[src/rtl/pcs_pkg.sv]
package pcs_pkg;

    // Management register addresses.
    localparam logic [4:0] REG_CONFIG_ADDR = 5'h10;
    localparam logic [4:0] REG_STATUS2_ADDR = 5'h11;

    // Configuration field positions.
    localparam int CFG_FORCE_LINK_BIT = 14;
    localparam int CFG_TX_DISABLE_BIT = 13;
    localparam int CFG_SCR_BYPASS_BIT = 12;
    localparam int CFG_JABBER_OFF_BIT = 10;
    localparam int CFG_HEARTBEAT_BIT = 9;
    localparam int CFG_LOOPBACK_OFF_BIT = 8;
    localparam int CFG_CRS_EXTEND_BIT = 7;
    localparam int CFG_SLEEP_EN_BIT = 6;
    localparam int CFG_PREAMBLE_BIT = 5;
    localparam int CFG_SLEEP_TMR_HI = 4;
    localparam int CFG_SLEEP_TMR_LO = 3;
    localparam int CFG_FEFI_EN_BIT = 2;
    localparam int CFG_ALT_NP_BIT = 1;
    localparam int CFG_FIBER_BIT = 0;

    // Reset value without the strap bits; bit 15 never stores.
    localparam logic [15:0] CFG_RESET_VAL = 16'h0084;
    localparam logic [15:0] CFG_WR_MASK = 16'h7FFF;

    // Sleep timeouts.
    localparam int CLK_HZ = 10_000_000;
    localparam int CYC_PER_MS = CLK_HZ / 1000;
    localparam int SLEEP_T0_MS = 3040;
    localparam int SLEEP_T1_MS = 2000;
    localparam int SLEEP_T2_MS = 1040;
    localparam int SLEEP_CNT_W = 25;
    localparam logic [SLEEP_CNT_W-1:0] SLEEP_CYC0 = SLEEP_CNT_W'(SLEEP_T0_MS * CYC_PER_MS);
    localparam logic [SLEEP_CNT_W-1:0] SLEEP_CYC1 = SLEEP_CNT_W'(SLEEP_T1_MS * CYC_PER_MS);
    localparam logic [SLEEP_CNT_W-1:0] SLEEP_CYC2 = SLEEP_CNT_W'(SLEEP_T2_MS * CYC_PER_MS);

    // Management frame layout.
    localparam logic [5:0] MDIO_PRE_LEN = 6'h20;
    localparam logic [5:0] MDIO_HDR_LAST = 6'h0C;
    localparam logic [5:0] MDIO_DATA_LAST = 6'h0F;
    localparam logic [5:0] MDIO_RD_END = 6'h10;
    localparam logic [1:0] MDIO_OP_READ = 2'h2;
    localparam logic [1:0] MDIO_OP_WRITE = 2'h1;

    typedef enum logic [2:0] {
        MS_PRE = 3'b000,
        MS_HDR = 3'b001,
        MS_TA = 3'b010,
        MS_RDATA = 3'b011,
        MS_WDATA = 3'b100
    } pcs_mdio_st_t;

endpackage

[src/rtl/pcs_mdio_slave.sv]
`timescale 1ns/100ps
module pcs_mdio_slave import pcs_pkg::*; #(
    parameter logic [4:0] P_PHY_ADDR = 5'h00
) (
    input wire logic i_mclk, // System clock.
    input wire logic i_srst, // Synchronous reset.
    input wire logic i_mdc, // Management clock pin.
    input wire logic i_mdio, // Management data pin in.
    output logic o_mdio, // Management data out.
    output logic o_mdio_oe, // Drive enable of data pin.
    output logic [4:0] o_reg_addr, // Addressed register.
    input wire logic [15:0] i_rd_data, // Read value of o_reg_addr.
    output logic o_wr_pulse, // One-cycle write strobe.
    output logic [15:0] o_wr_data // Write data.
);
    logic mdc_s1_q, mdc_s2_q, mdc_s3_q;
    logic dio_s1_q, dio_s2_q;
    logic rise, is_read_q;
    logic [5:0] cnt_q;
    logic [12:0] hdr_q;
    logic [15:0] sh_q;
    logic [12:0] hdr_d;
    pcs_mdio_st_t st_q;

    always_ff @(posedge i_mclk) begin
        mdc_s1_q <= i_mdc;
        mdc_s2_q <= mdc_s1_q;
        mdc_s3_q <= mdc_s2_q;
        dio_s1_q <= i_mdio;
        dio_s2_q <= dio_s1_q;
    end

    assign rise = mdc_s2_q & ~mdc_s3_q;
    assign hdr_d = {hdr_q[11:0], dio_s2_q};

    always_ff @(posedge i_mclk) begin
        if (i_srst) begin
            st_q <= MS_PRE;
            cnt_q <= 6'h00;
            hdr_q <= 13'h0000;
            sh_q <= 16'h0000;
            is_read_q <= 1'b0;
            o_reg_addr <= 5'h00;
            o_mdio <= 1'b0;
            o_mdio_oe <= 1'b0;
            o_wr_pulse <= 1'b0;
            o_wr_data <= 16'h0000;
        end else begin
            o_wr_pulse <= 1'b0;
            if (rise) begin
                case (st_q)
                    MS_PRE: begin
                        if (dio_s2_q) begin
                            if (cnt_q != MDIO_PRE_LEN) cnt_q <= cnt_q + 6'h01;
                        end else if (cnt_q == MDIO_PRE_LEN) begin
                            st_q <= MS_HDR;
                            cnt_q <= 6'h00;
                        end else begin
                            cnt_q <= 6'h00;
                        end
                    end
                    MS_HDR: begin
                        hdr_q <= hdr_d;
                        cnt_q <= cnt_q + 6'h01;
                        if (cnt_q == MDIO_HDR_LAST) begin
                            cnt_q <= 6'h00;
                            if (hdr_d[12] && hdr_d[9:5] == P_PHY_ADDR &&
                                (hdr_d[11:10] == MDIO_OP_READ ||
                                 hdr_d[11:10] == MDIO_OP_WRITE)) begin
                                st_q <= MS_TA;
                                o_reg_addr <= hdr_d[4:0];
                                is_read_q <= (hdr_d[11:10] == MDIO_OP_READ);
                            end else begin
                                st_q <= MS_PRE;
                            end
                        end
                    end
                    MS_TA: begin
                        cnt_q <= 6'h01;
                        if (cnt_q != 6'h00) begin
                            cnt_q <= 6'h00;
                            if (is_read_q) begin
                                o_mdio_oe <= 1'b1;
                                o_mdio <= 1'b0;
                                sh_q <= i_rd_data;
                                st_q <= MS_RDATA;
                            end else begin
                                st_q <= MS_WDATA;
                            end
                        end
                    end
                    MS_RDATA: begin
                        cnt_q <= cnt_q + 6'h01;
                        o_mdio <= sh_q[15];
                        sh_q <= {sh_q[14:0], 1'b0};
                        if (cnt_q == MDIO_RD_END) begin
                            o_mdio_oe <= 1'b0;
                            o_mdio <= 1'b0;
                            st_q <= MS_PRE;
                            cnt_q <= 6'h00;
                        end
                    end
                    MS_WDATA: begin
                        cnt_q <= cnt_q + 6'h01;
                        sh_q <= {sh_q[14:0], dio_s2_q};
                        if (cnt_q == MDIO_DATA_LAST) begin
                            o_wr_pulse <= 1'b1;
                            o_wr_data <= {sh_q[14:0], dio_s2_q};
                            st_q <= MS_PRE;
                            cnt_q <= 6'h00;
                        end
                    end
                    default: begin
                        st_q <= MS_PRE;
                        cnt_q <= 6'h00;
                    end
                endcase
            end
        end
    end
endmodule

[src/rtl/pcs_config_status.sv]
`timescale 1ns/100ps
// Operation
// - Config bit 14 forces the link to be treated as passing; resets zero.
// - Config bit 13 turns the twisted-pair transmitter off.
// - Config bit 12 bypasses scrambler and descrambler at 100 Mb/s twisted pair.
// - Config bit 10 disables jabber correction at 10 Mb/s.
// - Config bit 9 enables heartbeat at 10 Mb/s; resets zero.
// - Config bit 8 stops twisted-pair loopback in 10 Mb/s half duplex.
// - Config bit 7 holds carrier sense until data valid falls at 10 Mb/s; resets one.
// - Config bit 6 enables sleep; reset value taken from sleep pin.
// - Config bit 5 selects data valid at delimiter or at carrier with preamble.
// - Config bits 4:3 pick sleep timeout 3.04, 2.00 or 1.04 s; reset 00.
// - Config bit 2 enables far-end fault transmission; resets one.
// - Config bit 1 enables alternate next-page behaviour; resets zero.
// - Config bit 0 selects fiber; reset value taken from select pin.
// - Status bit 14 reads one at 100 Mb/s over twisted pair.
// - Status bits 13, 12, 11 show transmit, receive and collision activity.
// - Status bit 10 reads one while the link is up.
// - Status bit 9 reads one in full duplex.
// - Status bit 8 reads one in auto-negotiation mode.
// - Status bit 7 shows negotiation complete, equal to basic status bit 5.
// - Status bit 5 reads one when receive polarity is reversed.
// - Status bit 4 reads one when pause capable.
// - Status bit 3 flags errors; bits 15, 6 and 2:0 read zero.
module pcs_config_status import pcs_pkg::*; #(
    parameter logic [4:0] P_PHY_ADDR = 5'h00,
    parameter logic [SLEEP_CNT_W-1:0] P_SLEEP_CYC0 = SLEEP_CYC0,
    parameter logic [SLEEP_CNT_W-1:0] P_SLEEP_CYC1 = SLEEP_CYC1,
    parameter logic [SLEEP_CNT_W-1:0] P_SLEEP_CYC2 = SLEEP_CYC2
) (
    input wire logic i_mclk, // 10 MHz clock.
    input wire logic i_srst, // Synchronous reset, active high.
    input wire logic i_mdc, // Management clock pin.
    input wire logic i_mdio, // Management data pin in.
    output logic o_mdio, // Management data out.
    output logic o_mdio_oe, // Management data drive enable.
    input wire logic i_sleep_pin, // Sleep strap pin.
    input wire logic i_fiber_or_twisted_pair_pin, // Fiber strap pin.
    input wire logic i_speed_100, // Core runs at 100 Mb/s.
    input wire logic i_tx_active, // Core transmits a packet.
    input wire logic i_rx_active, // Core receives a packet.
    input wire logic i_collision, // Collision in progress.
    input wire logic i_link_ok, // Link integrity passes.
    input wire logic i_full_duplex, // Core in full duplex.
    input wire logic i_autoneg_en, // Negotiation mode selected.
    input wire logic i_autoneg_done, // Basic status bit 5.
    input wire logic i_pol_reversed, // Receive polarity reversed.
    input wire logic i_pause_capable, // Pause capable.
    input wire logic i_fault, // Remote fault or other error.
    input wire logic i_crs_raw, // Raw carrier sense.
    input wire logic i_rx_dv, // Receive data valid.
    input wire logic i_energy, // Line energy seen.
    output logic o_link_pass, // Link treated as passing.
    output logic o_tx_disable, // Transmitter off.
    output logic o_scrambler_bypass, // Bypass scrambling.
    output logic o_jabber_disable, // Jabber correction off.
    output logic o_heartbeat_en, // Heartbeat on.
    output logic o_tp_loopback_off, // Loopback suppressed.
    output logic o_crs, // Carrier sense to MAC.
    output logic o_preamble_en, // Data valid from carrier.
    output logic o_sleep, // Sleep state.
    output logic o_fefi_en, // Far-end fault transmit on.
    output logic o_alt_next_page, // Alternate next page.
    output logic o_fiber_mode // Fiber mode selected.
);
    logic slp_s1_q, slp_s2_q, fib_s1_q, fib_s2_q;
    logic strap_done_q;
    logic [15:0] cfg_q;
    logic [15:0] rd_data, status_word;
    logic [4:0] reg_addr;
    logic wr_pulse;
    logic [15:0] wr_data;
    logic [SLEEP_CNT_W-1:0] idle_cnt_q, sleep_limit;
    logic is_10m, tp_100;

    // Assembles the live status word from the core's current state.
    function automatic logic [15:0] pack_status(
        input logic tp100, input logic link, input logic fiber_sel
    );
        logic [15:0] w;
        w = 16'h0000;
        w[14] = tp100 & ~fiber_sel;
        w[13] = i_tx_active;
        w[12] = i_rx_active;
        w[11] = i_collision;
        w[10] = link;
        w[9] = i_full_duplex;
        w[8] = i_autoneg_en;
        w[7] = i_autoneg_done;
        w[5] = i_pol_reversed;
        w[4] = i_pause_capable;
        w[3] = i_fault;
        return w;
    endfunction

    // Selects the idle time before sleep; the undefined code uses the shortest.
    function automatic logic [SLEEP_CNT_W-1:0] sleep_cycles(input logic [1:0] sel);
        case (sel)
            2'h0: return P_SLEEP_CYC0;
            2'h1: return P_SLEEP_CYC1;
            default: return P_SLEEP_CYC2;
        endcase
    endfunction

    pcs_mdio_slave #(
        .P_PHY_ADDR(P_PHY_ADDR)
    ) u_mdio (
        .i_mclk(i_mclk),
        .i_srst(i_srst),
        .i_mdc(i_mdc),
        .i_mdio(i_mdio),
        .o_mdio(o_mdio),
        .o_mdio_oe(o_mdio_oe),
        .o_reg_addr(reg_addr),
        .i_rd_data(rd_data),
        .o_wr_pulse(wr_pulse),
        .o_wr_data(wr_data)
    );

    always_ff @(posedge i_mclk) begin
        slp_s1_q <= i_sleep_pin;
        slp_s2_q <= slp_s1_q;
        fib_s1_q <= i_fiber_or_twisted_pair_pin;
        fib_s2_q <= fib_s1_q;
    end

    assign is_10m = ~i_speed_100;
    assign tp_100 = i_speed_100 & ~cfg_q[CFG_FIBER_BIT];
    // The function reads core inputs directly, so it must sit in a process that follows them.
    always_comb begin
        status_word = pack_status(i_speed_100, o_link_pass, cfg_q[CFG_FIBER_BIT]);
    end

    // Status is sampled when the frame needs it and reading alters nothing.
    always_comb begin
        rd_data = 16'h0000;
        if (reg_addr == REG_CONFIG_ADDR) begin
            rd_data = cfg_q & CFG_WR_MASK;
        end else if (reg_addr == REG_STATUS2_ADDR) begin
            rd_data = status_word;
        end
    end

    // Straps are caught on the first edge after reset is released.
    always_ff @(posedge i_mclk) begin
        if (i_srst) begin
            cfg_q <= CFG_RESET_VAL;
            strap_done_q <= 1'b0;
        end else if (!strap_done_q) begin
            strap_done_q <= 1'b1;
            cfg_q[CFG_SLEEP_EN_BIT] <= slp_s2_q;
            cfg_q[CFG_FIBER_BIT] <= fib_s2_q;
        end else if (wr_pulse && reg_addr == REG_CONFIG_ADDR) begin
            cfg_q <= wr_data & CFG_WR_MASK;
        end
    end

    always_ff @(posedge i_mclk) begin
        if (i_srst) begin
            o_link_pass <= 1'b0;
            o_tx_disable <= 1'b0;
            o_scrambler_bypass <= 1'b0;
            o_fefi_en <= 1'b0;
            o_alt_next_page <= 1'b0;
            o_fiber_mode <= 1'b0;
            o_preamble_en <= 1'b0;
        end else begin
            o_link_pass <= i_link_ok | cfg_q[CFG_FORCE_LINK_BIT];
            o_tx_disable <= cfg_q[CFG_TX_DISABLE_BIT];
            o_scrambler_bypass <= cfg_q[CFG_SCR_BYPASS_BIT] & tp_100;
            o_fefi_en <= cfg_q[CFG_FEFI_EN_BIT];
            o_alt_next_page <= cfg_q[CFG_ALT_NP_BIT];
            o_fiber_mode <= cfg_q[CFG_FIBER_BIT];
            o_preamble_en <= cfg_q[CFG_PREAMBLE_BIT];
        end
    end

    always_ff @(posedge i_mclk) begin
        if (i_srst) begin
            o_jabber_disable <= 1'b0;
            o_heartbeat_en <= 1'b0;
            o_tp_loopback_off <= 1'b0;
        end else begin
            o_jabber_disable <= cfg_q[CFG_JABBER_OFF_BIT] & is_10m;
            o_heartbeat_en <= cfg_q[CFG_HEARTBEAT_BIT] & is_10m;
            o_tp_loopback_off <= cfg_q[CFG_LOOPBACK_OFF_BIT] & is_10m &
                ~i_full_duplex;
        end
    end

    // At 10 Mb/s with config bit 7 set, carrier is kept up past its own end for as long as data valid lasts.
    always_ff @(posedge i_mclk) begin
        if (i_srst) begin
            o_crs <= 1'b0;
        end else begin
            o_crs <= i_crs_raw |
                (o_crs & i_rx_dv & cfg_q[CFG_CRS_EXTEND_BIT] & is_10m);
        end
    end

    assign sleep_limit = sleep_cycles(cfg_q[CFG_SLEEP_TMR_HI:CFG_SLEEP_TMR_LO]);

    // Sleep is entered after the chosen idle time without energy or link.
    always_ff @(posedge i_mclk) begin
        if (i_srst) begin
            idle_cnt_q <= '0;
            o_sleep <= 1'b0;
        end else if (!cfg_q[CFG_SLEEP_EN_BIT] || i_energy || o_link_pass) begin
            idle_cnt_q <= '0;
            o_sleep <= 1'b0;
        end else if (idle_cnt_q >= sleep_limit - 1'b1) begin
            o_sleep <= 1'b1;
        end else begin
            idle_cnt_q <= idle_cnt_q + 1'b1;
        end
    end
endmodule

[config.mk]
export PLATFORM = sky130hd
export DESIGN_NAME = pcs_config_status
export DESIGN_NICKNAME = d
export VERILOG_FILES = /design/src/rtl/pcs_pkg.sv /design/src/rtl/pcs_mdio_slave.sv /design/src/rtl/pcs_config_status.sv
export SDC_FILE = /design/constraint.sdc
export NUM_CORES = 1
export LEC_CHECK = 0
export BUFFER_PORTS_ARGS = -buffer_cell sky130_fd_sc_hd__buf_2
export CAP_MARGIN = 20
export CORE_UTILIZATION = 60
export CTS_CLUSTER_SIZE = 24
export DETAILED_ROUTE_END_ITERATION = 10
export GPL_TIMING_DRIVEN = 0
export PLACE_DENSITY_LB_ADDON = 0.05
export SLEW_MARGIN = 0
export SYNTH_ARGS = -nofsm -noshare
export SYNTH_HDL_FRONTEND = slang
export SYNTH_SLANG_ARGS = --single-unit
[constraint.sdc]
create_clock -name i_mclk -period 3.2 [get_ports i_mclk]
set_input_delay 0.64 -clock i_mclk [delete_from_list [all_inputs] [get_ports i_mclk]]
set_output_delay 0.64 -clock i_mclk [all_outputs]
set_load 0.02 [all_outputs]
# After elaboration in Yosys (flattened, before gate mapping)
# Cells that the tools add are included.
# op_classes
reduce_logical,24
n_lt_le_gt_ge,1
bitwise_logic,18
mux,35
eq_ne,23
addsub,3
# op_table
operator,n
$pmux 25 s2,1
$pmux 16 s3,1
$mux 16,2
$mux 15,2
$mux 6,5
$pmux 6 s5,1
$add 25x1->25 const B,1
$ge 25x25->1,1
$sub 25x1->25 const B,1
$mux 3,7
$pmux 3 s5,1
$ne 2x1->1 const B,7
$eq 6x4->1 const B,2
$reduce_and 4->1,3
$mux 1,11
$and 1x1->1,10
$eq 5x5->1 const B,2
$mux 7,1
$reduce_and 7->1,1
$add 6x1->6 const B,1
$eq 3x2->1 const B,2
$eq 6x5->1 const B,1
$eq 6x6->1 const B,1
$ne 6x6->1 const B,1
24 further kinds,38
# totals
register_bits,123
in_bits,20
output_inout_bits,14

# Logic depth before layout (Yosys ltp)
# depth
word_depth,7
depth_mapped,11

# Modules after synthesis
# A second synthesis with hierarchy kept.
# unflattened
cells_unflattened,667
area_unflattened_um2,5915.7
# by_module_without_submodules
module,n_inst,area_per_inst_um2,seq_area_each_um2,cells_each
pcs_mdio_slave,1,3128.0,1341.3,333
pcs_config_status,1,2787.7,1141.1,334

# Worst setup path before layout
# No wires, ideal clock.
# synth_path
kind,register to register
startpoint,reg cfg_q[4]
endpoint,reg idle_cnt_q[18]
period_less_slack_ns,2.525
path_stages_with_launch,11
setup_slack_ns,0.675
setup_ns,0.070
arrival_ns,2.455
n_path_buf,1
cell_sequence,dfxtp_1 nand2b_1 inv_1 ha_1 nand4_1 nor3_1 a221oi_1 o2111ai_1 clkbuf_1 or4_1 a21oi_1
# synth_via
elab_chain_cells,4
elab_cells_between_ends,5
cone_classes,add/sub (1); order compare (1); eq/ne (1); mux (1); reduce/logical (1)
# synth_lines
item,line,source
from (decl),pcs_config_status.sv:68,logic [15:0] cfg_q;
"from (signal, indexed assignment)",pcs_config_status.sv:151,cfg_q[CFG_SLEEP_EN_BIT] <= slp_s2_q;
"from (signal, indexed assignment)",pcs_config_status.sv:152,cfg_q[CFG_FIBER_BIT] <= fib_s2_q;
from (signal assigned),pcs_config_status.sv:154,cfg_q <= wr_data & CFG_WR_MASK;
$eq 2x1->1 or $logic_not 2->1 (tied branches),pcs_config_status.sv:98,case (sel)
$pmux 25 s2 *,pcs_config_status.sv:98,
$sub 25x1->25 *,pcs_config_status.sv:211,end else if (idle_cnt_q >= sleep_limit - 1'b1) begin
$ge 25x25->1 *,pcs_config_status.sv:211,
to (signal assigned),pcs_config_status.sv:214,idle_cnt_q <= idle_cnt_q + 1'b1;
to (decl),pcs_config_status.sv:73,"logic [SLEEP_CNT_W-1:0] idle_cnt_q, sleep_limit;"
# Mark *: on every way between the ends. The rest lies on a longest branch, timed or not.
# A chain may end at the register's enable or synchronous reset.

# Final worst setup path
# layout_path
startpoint,reg cfg_q[4]
endpoint,reg idle_cnt_q[19]
# Same word-level chain as after synthesis.

==> impl_metrics.py <==
metrics = {
    "logic_synthesis": {
        "ys_seq_area_share_pct": 44.41,
        "synth_cell_types": 55,
        "async_flop_share_pct": 0,
        "synthesis.yosys.warnings": 0,
        "synth_area_per_cell_um2": 8.800,
        "synthesis.area_mm2": 0.005544,
        "synthCells": 630,
        "synth-edff-count": 0,
        "ys_seq_elements": 123,
        "synthFlopType": "dfxtp_1",
        "synth_fp_nets": 671,
    },
    "cells_and_area": {
        "drive_above_1_share_pct": 14.99,
        "layout_commonest_cell": "dfxtp_1",
        "nNetsFinal": 722,
        "final_cell_mix": "dfxtp_1 (122), nor2_1 (74), nand2_1 (65)",
        "num_antenna_cells": 0,
        "fillerInstances": 665,
        "syn2layout_area_growth_pct": 15.62,
    },
    "global_route": {
        "grt_antenna_before_repair": 0,
        "grt_pass1_wl_um": 21630,
        "grt_pass1_vias": 4594,
        "grt_use_met1_pct": 36.21,
        "grt_use_met2_pct": 46.42,
        "top_usage_layer": "met2",
        "use_met3_pct": 6.442,
        "overflow": 0,
        "track_usage_pct": 28.32,
        "grt_max_degree": 17,
    },
    "power_and_ir_drop": {
        "p_leak_nw": 2.414,
        "power_density_mw_per_mm2": 532.4,
        "peakVddDrop_mv": 0.4103,
        "finalPower_mw": 3.413,
    },
    "outcome": {
        "violations": "design-rule violations",
        "outcome": "finished, violations left",
    },
    "floorplan": {
        "die-area_mm2": 0.009629,
        "ios": 34,
        "num_rows": 34,
        "die_x_um": 98.13,
        "initial_utilization_pct": 62.66,
        "die_h_um": 98.13,
        "core-area_mm2": 0.008848,
    },
    "routing": {
        "wl_per_cell_um": 16.25,
        "drt_iter0_drc": 272,
        "drt-vias-per-instance": 6.057,
        "drt-total-wl_um": 13030,
        "ant_nets": 0,
        "drc": 5,
        "drtPass1Iterations": 8,
        "vias": 4858,
    },
    "timing": {
        "fin_ws_ps": 196.4,
        "report.final.hold_viol_count": 0,
        "tightest_slew_ps": 792.8,
        "fin_worst_skew_ps": 9.595,
        "fin_crit_sh_pct": 93.86,
        "fin_crit_ps": 3004,
        "slew_headroom_pct": 47.14,
        "setup_viol": 0,
        "clock.fmax_mhz": 332.9,
        "slew_viol_final": 0,
    },
    "clock_tree": {
        "tritoncts": "done",
        "cts_buffers": 17,
        "htreeDepth": 4,
        "clock-root-buffer": "clkbuf_8",
        "clk_pin_slew_worst_paths_ps": 60,
        "clk_path_buf_depth": 2,
        "cts_hold_buffers": 0,
        "clock-sinks": 123,
        "clk_latency_ps": 520,
    },
    "setup_path": {
        "endpoint_kind": "flop",
        "crit_fanout": 10,
        "slowest_stage": "or4_1",
        "crit_path_cell_trace": "nand2b_1, inv_1, ha_1, a21oi_1, o21ai_0, a221oi_1, o2111ai_2, clkbuf_2, or4_1, a21oi_1",
        "path_buf_inv": 2,
        "worst_setup_path_start_kind": "flop",
        "max_stage_delay_ps": 520,
        "path_class": "reg2reg",
        "crit_path_start": "cfg_q[4]",
        "crit_top_cell": "a21oi_1",
        "cp.required_ps": 3640,
        "r2r-start": "cfg_q[4]",
        "arrival_ps": 3440,
        "cpLargestDelayFamily": "compound AO/OA/AOI/OAI gates",
    },
    "placement": {
        "finalWeightedCongestion": 0.8335,
        "dp_slack_ps": 130.7,
        "io_buffers": 32,
        "hpwl_um": 8897,
    },
    "min_path": {
        "min_from": "i_fiber_or_twisted_pair_pin",
        "hp-class": "in2reg",
    },
    "flow_run": {
        "maxCapViolCount": 0,
    },
}
cells by family after synthesis:
logic type / count (synthesis) / synth area share, %
and+or+nand+nor: 258 / 23.20
AOI/OAI and AO/OA: 127 / 14.65
DFF: 123 / 44.41
buffers and inverters: 52 / 4.378
muxes: 43 / 7.763
adders and majority gates: 21 / 4.739
xor gates and xnor gates: 5 / 0.7899
other: 1 / 0.06764
cells in the mapped netlist (7+ instances only):
cell | number | share of area (%)
a211oi_2 | 10 | 2.3
a21oi_1 | 60 | 5.4
and3_1 | 7 | 0.79
buf_2 | 9 | 0.81
clkbuf_1 | 25 | 1.7
dfxtp_1 | 123 | 44
ha_1 | 21 | 4.7
inv_1 | 13 | 0.88
mux2i_1 | 43 | 7.8
nand2_1 | 65 | 4.4
nand3_1 | 23 | 2.1
nand4_1 | 9 | 1.0
nor2_1 | 74 | 5.0
nor2b_1 | 10 | 1.1
nor3_1 | 17 | 1.5
o21ai_0 | 26 | 2.3
or3_1 | 18 | 2.0
or4_1 | 8 | 1.1
power breakdown:
| group | internal, mW | total (mW) | switching (mW) |
|---|---|---|---|
| Clock | 1.09 | 1.78 | 0.688 |
| Sequential | 1.55 | 1.56 | 0.0117 |
| Combinational | 0.0269 | 0.0784 | 0.0514 |
| Total | 2.66 | 3.41 | 0.752 |
final timing paths:
check	end	slack, ps	cells past startpoint
max	idle_cnt_q[19]	200	10
min	fib_s1_q	220	1
max reg2reg	idle_cnt_q[19]	200	10
min reg2reg	u_mdio.dio_s2_q	330	0
layout make-up:
type	instances	area (µm²)	area share, %
Buffer	39	196.4	3.065
Clock buffer	22	462.9	7.222
Clock inverter	10	92.59	1.444
Inverter	13	48.80	0.7613
Multi-Input combinational cell	455	2850	44.47
Sequential cell	123	2464	38.43
Tap cell	108	135.1	2.108
Timing Repair Buffer	32	160.2	2.499
sequential cells by signal, indices dropped and copies added, names as in the netlist, 3 cells and up:
signal / count
u_mdio.sh_q: 16
u_mdio.cnt_q: 6
u_mdio.o_reg_addr: 5
u_mdio.hdr_q: 12
idle_cnt_q: 25
u_mdio.st_q: 3
u_mdio.o_wr_data: 15
cfg_q: 15
per-layer routing:
| layer | wire [µm] | part of all wire (%) |
|---|---|---|
| met5 | 0 | 0 |
| met4 | 191 | 1.5 |
| met3 | 791 | 6.1 |
| met2 | 6193 | 48 |
| met1 | 5856 | 45 |
metrics by stage:
step / util, % / hold slack (ps) / instances / area [µm²] / TNS [ps]
6_report: 72.44 / 223.7 / 802 / 6410 / 0
5_1_grt: 72.44 / 211.6 / 802 / 6410 / -85.65
4_1_cts: 72.27 / 212.4 / 802 / 6395 / 0
3_5_place_dp: 65.99 / 319.3 / 770 / 5839 / 0
3_3_place_gp: 65.99 / 311.5 / 770 / 5839 / 0
2_1_floorplan: - / 309.6 / 630 / 5544 / 0
timing repair:
action | 4_1_cts | 5_1_grt
setup buffers | 0 | 0
endpoints found under the hold margin | 0 | 0
resized for setup | 0 | 7
endpoints found under the setup margin | 0 | 16
No activity file was read; power rests on OpenSTA's default activity.
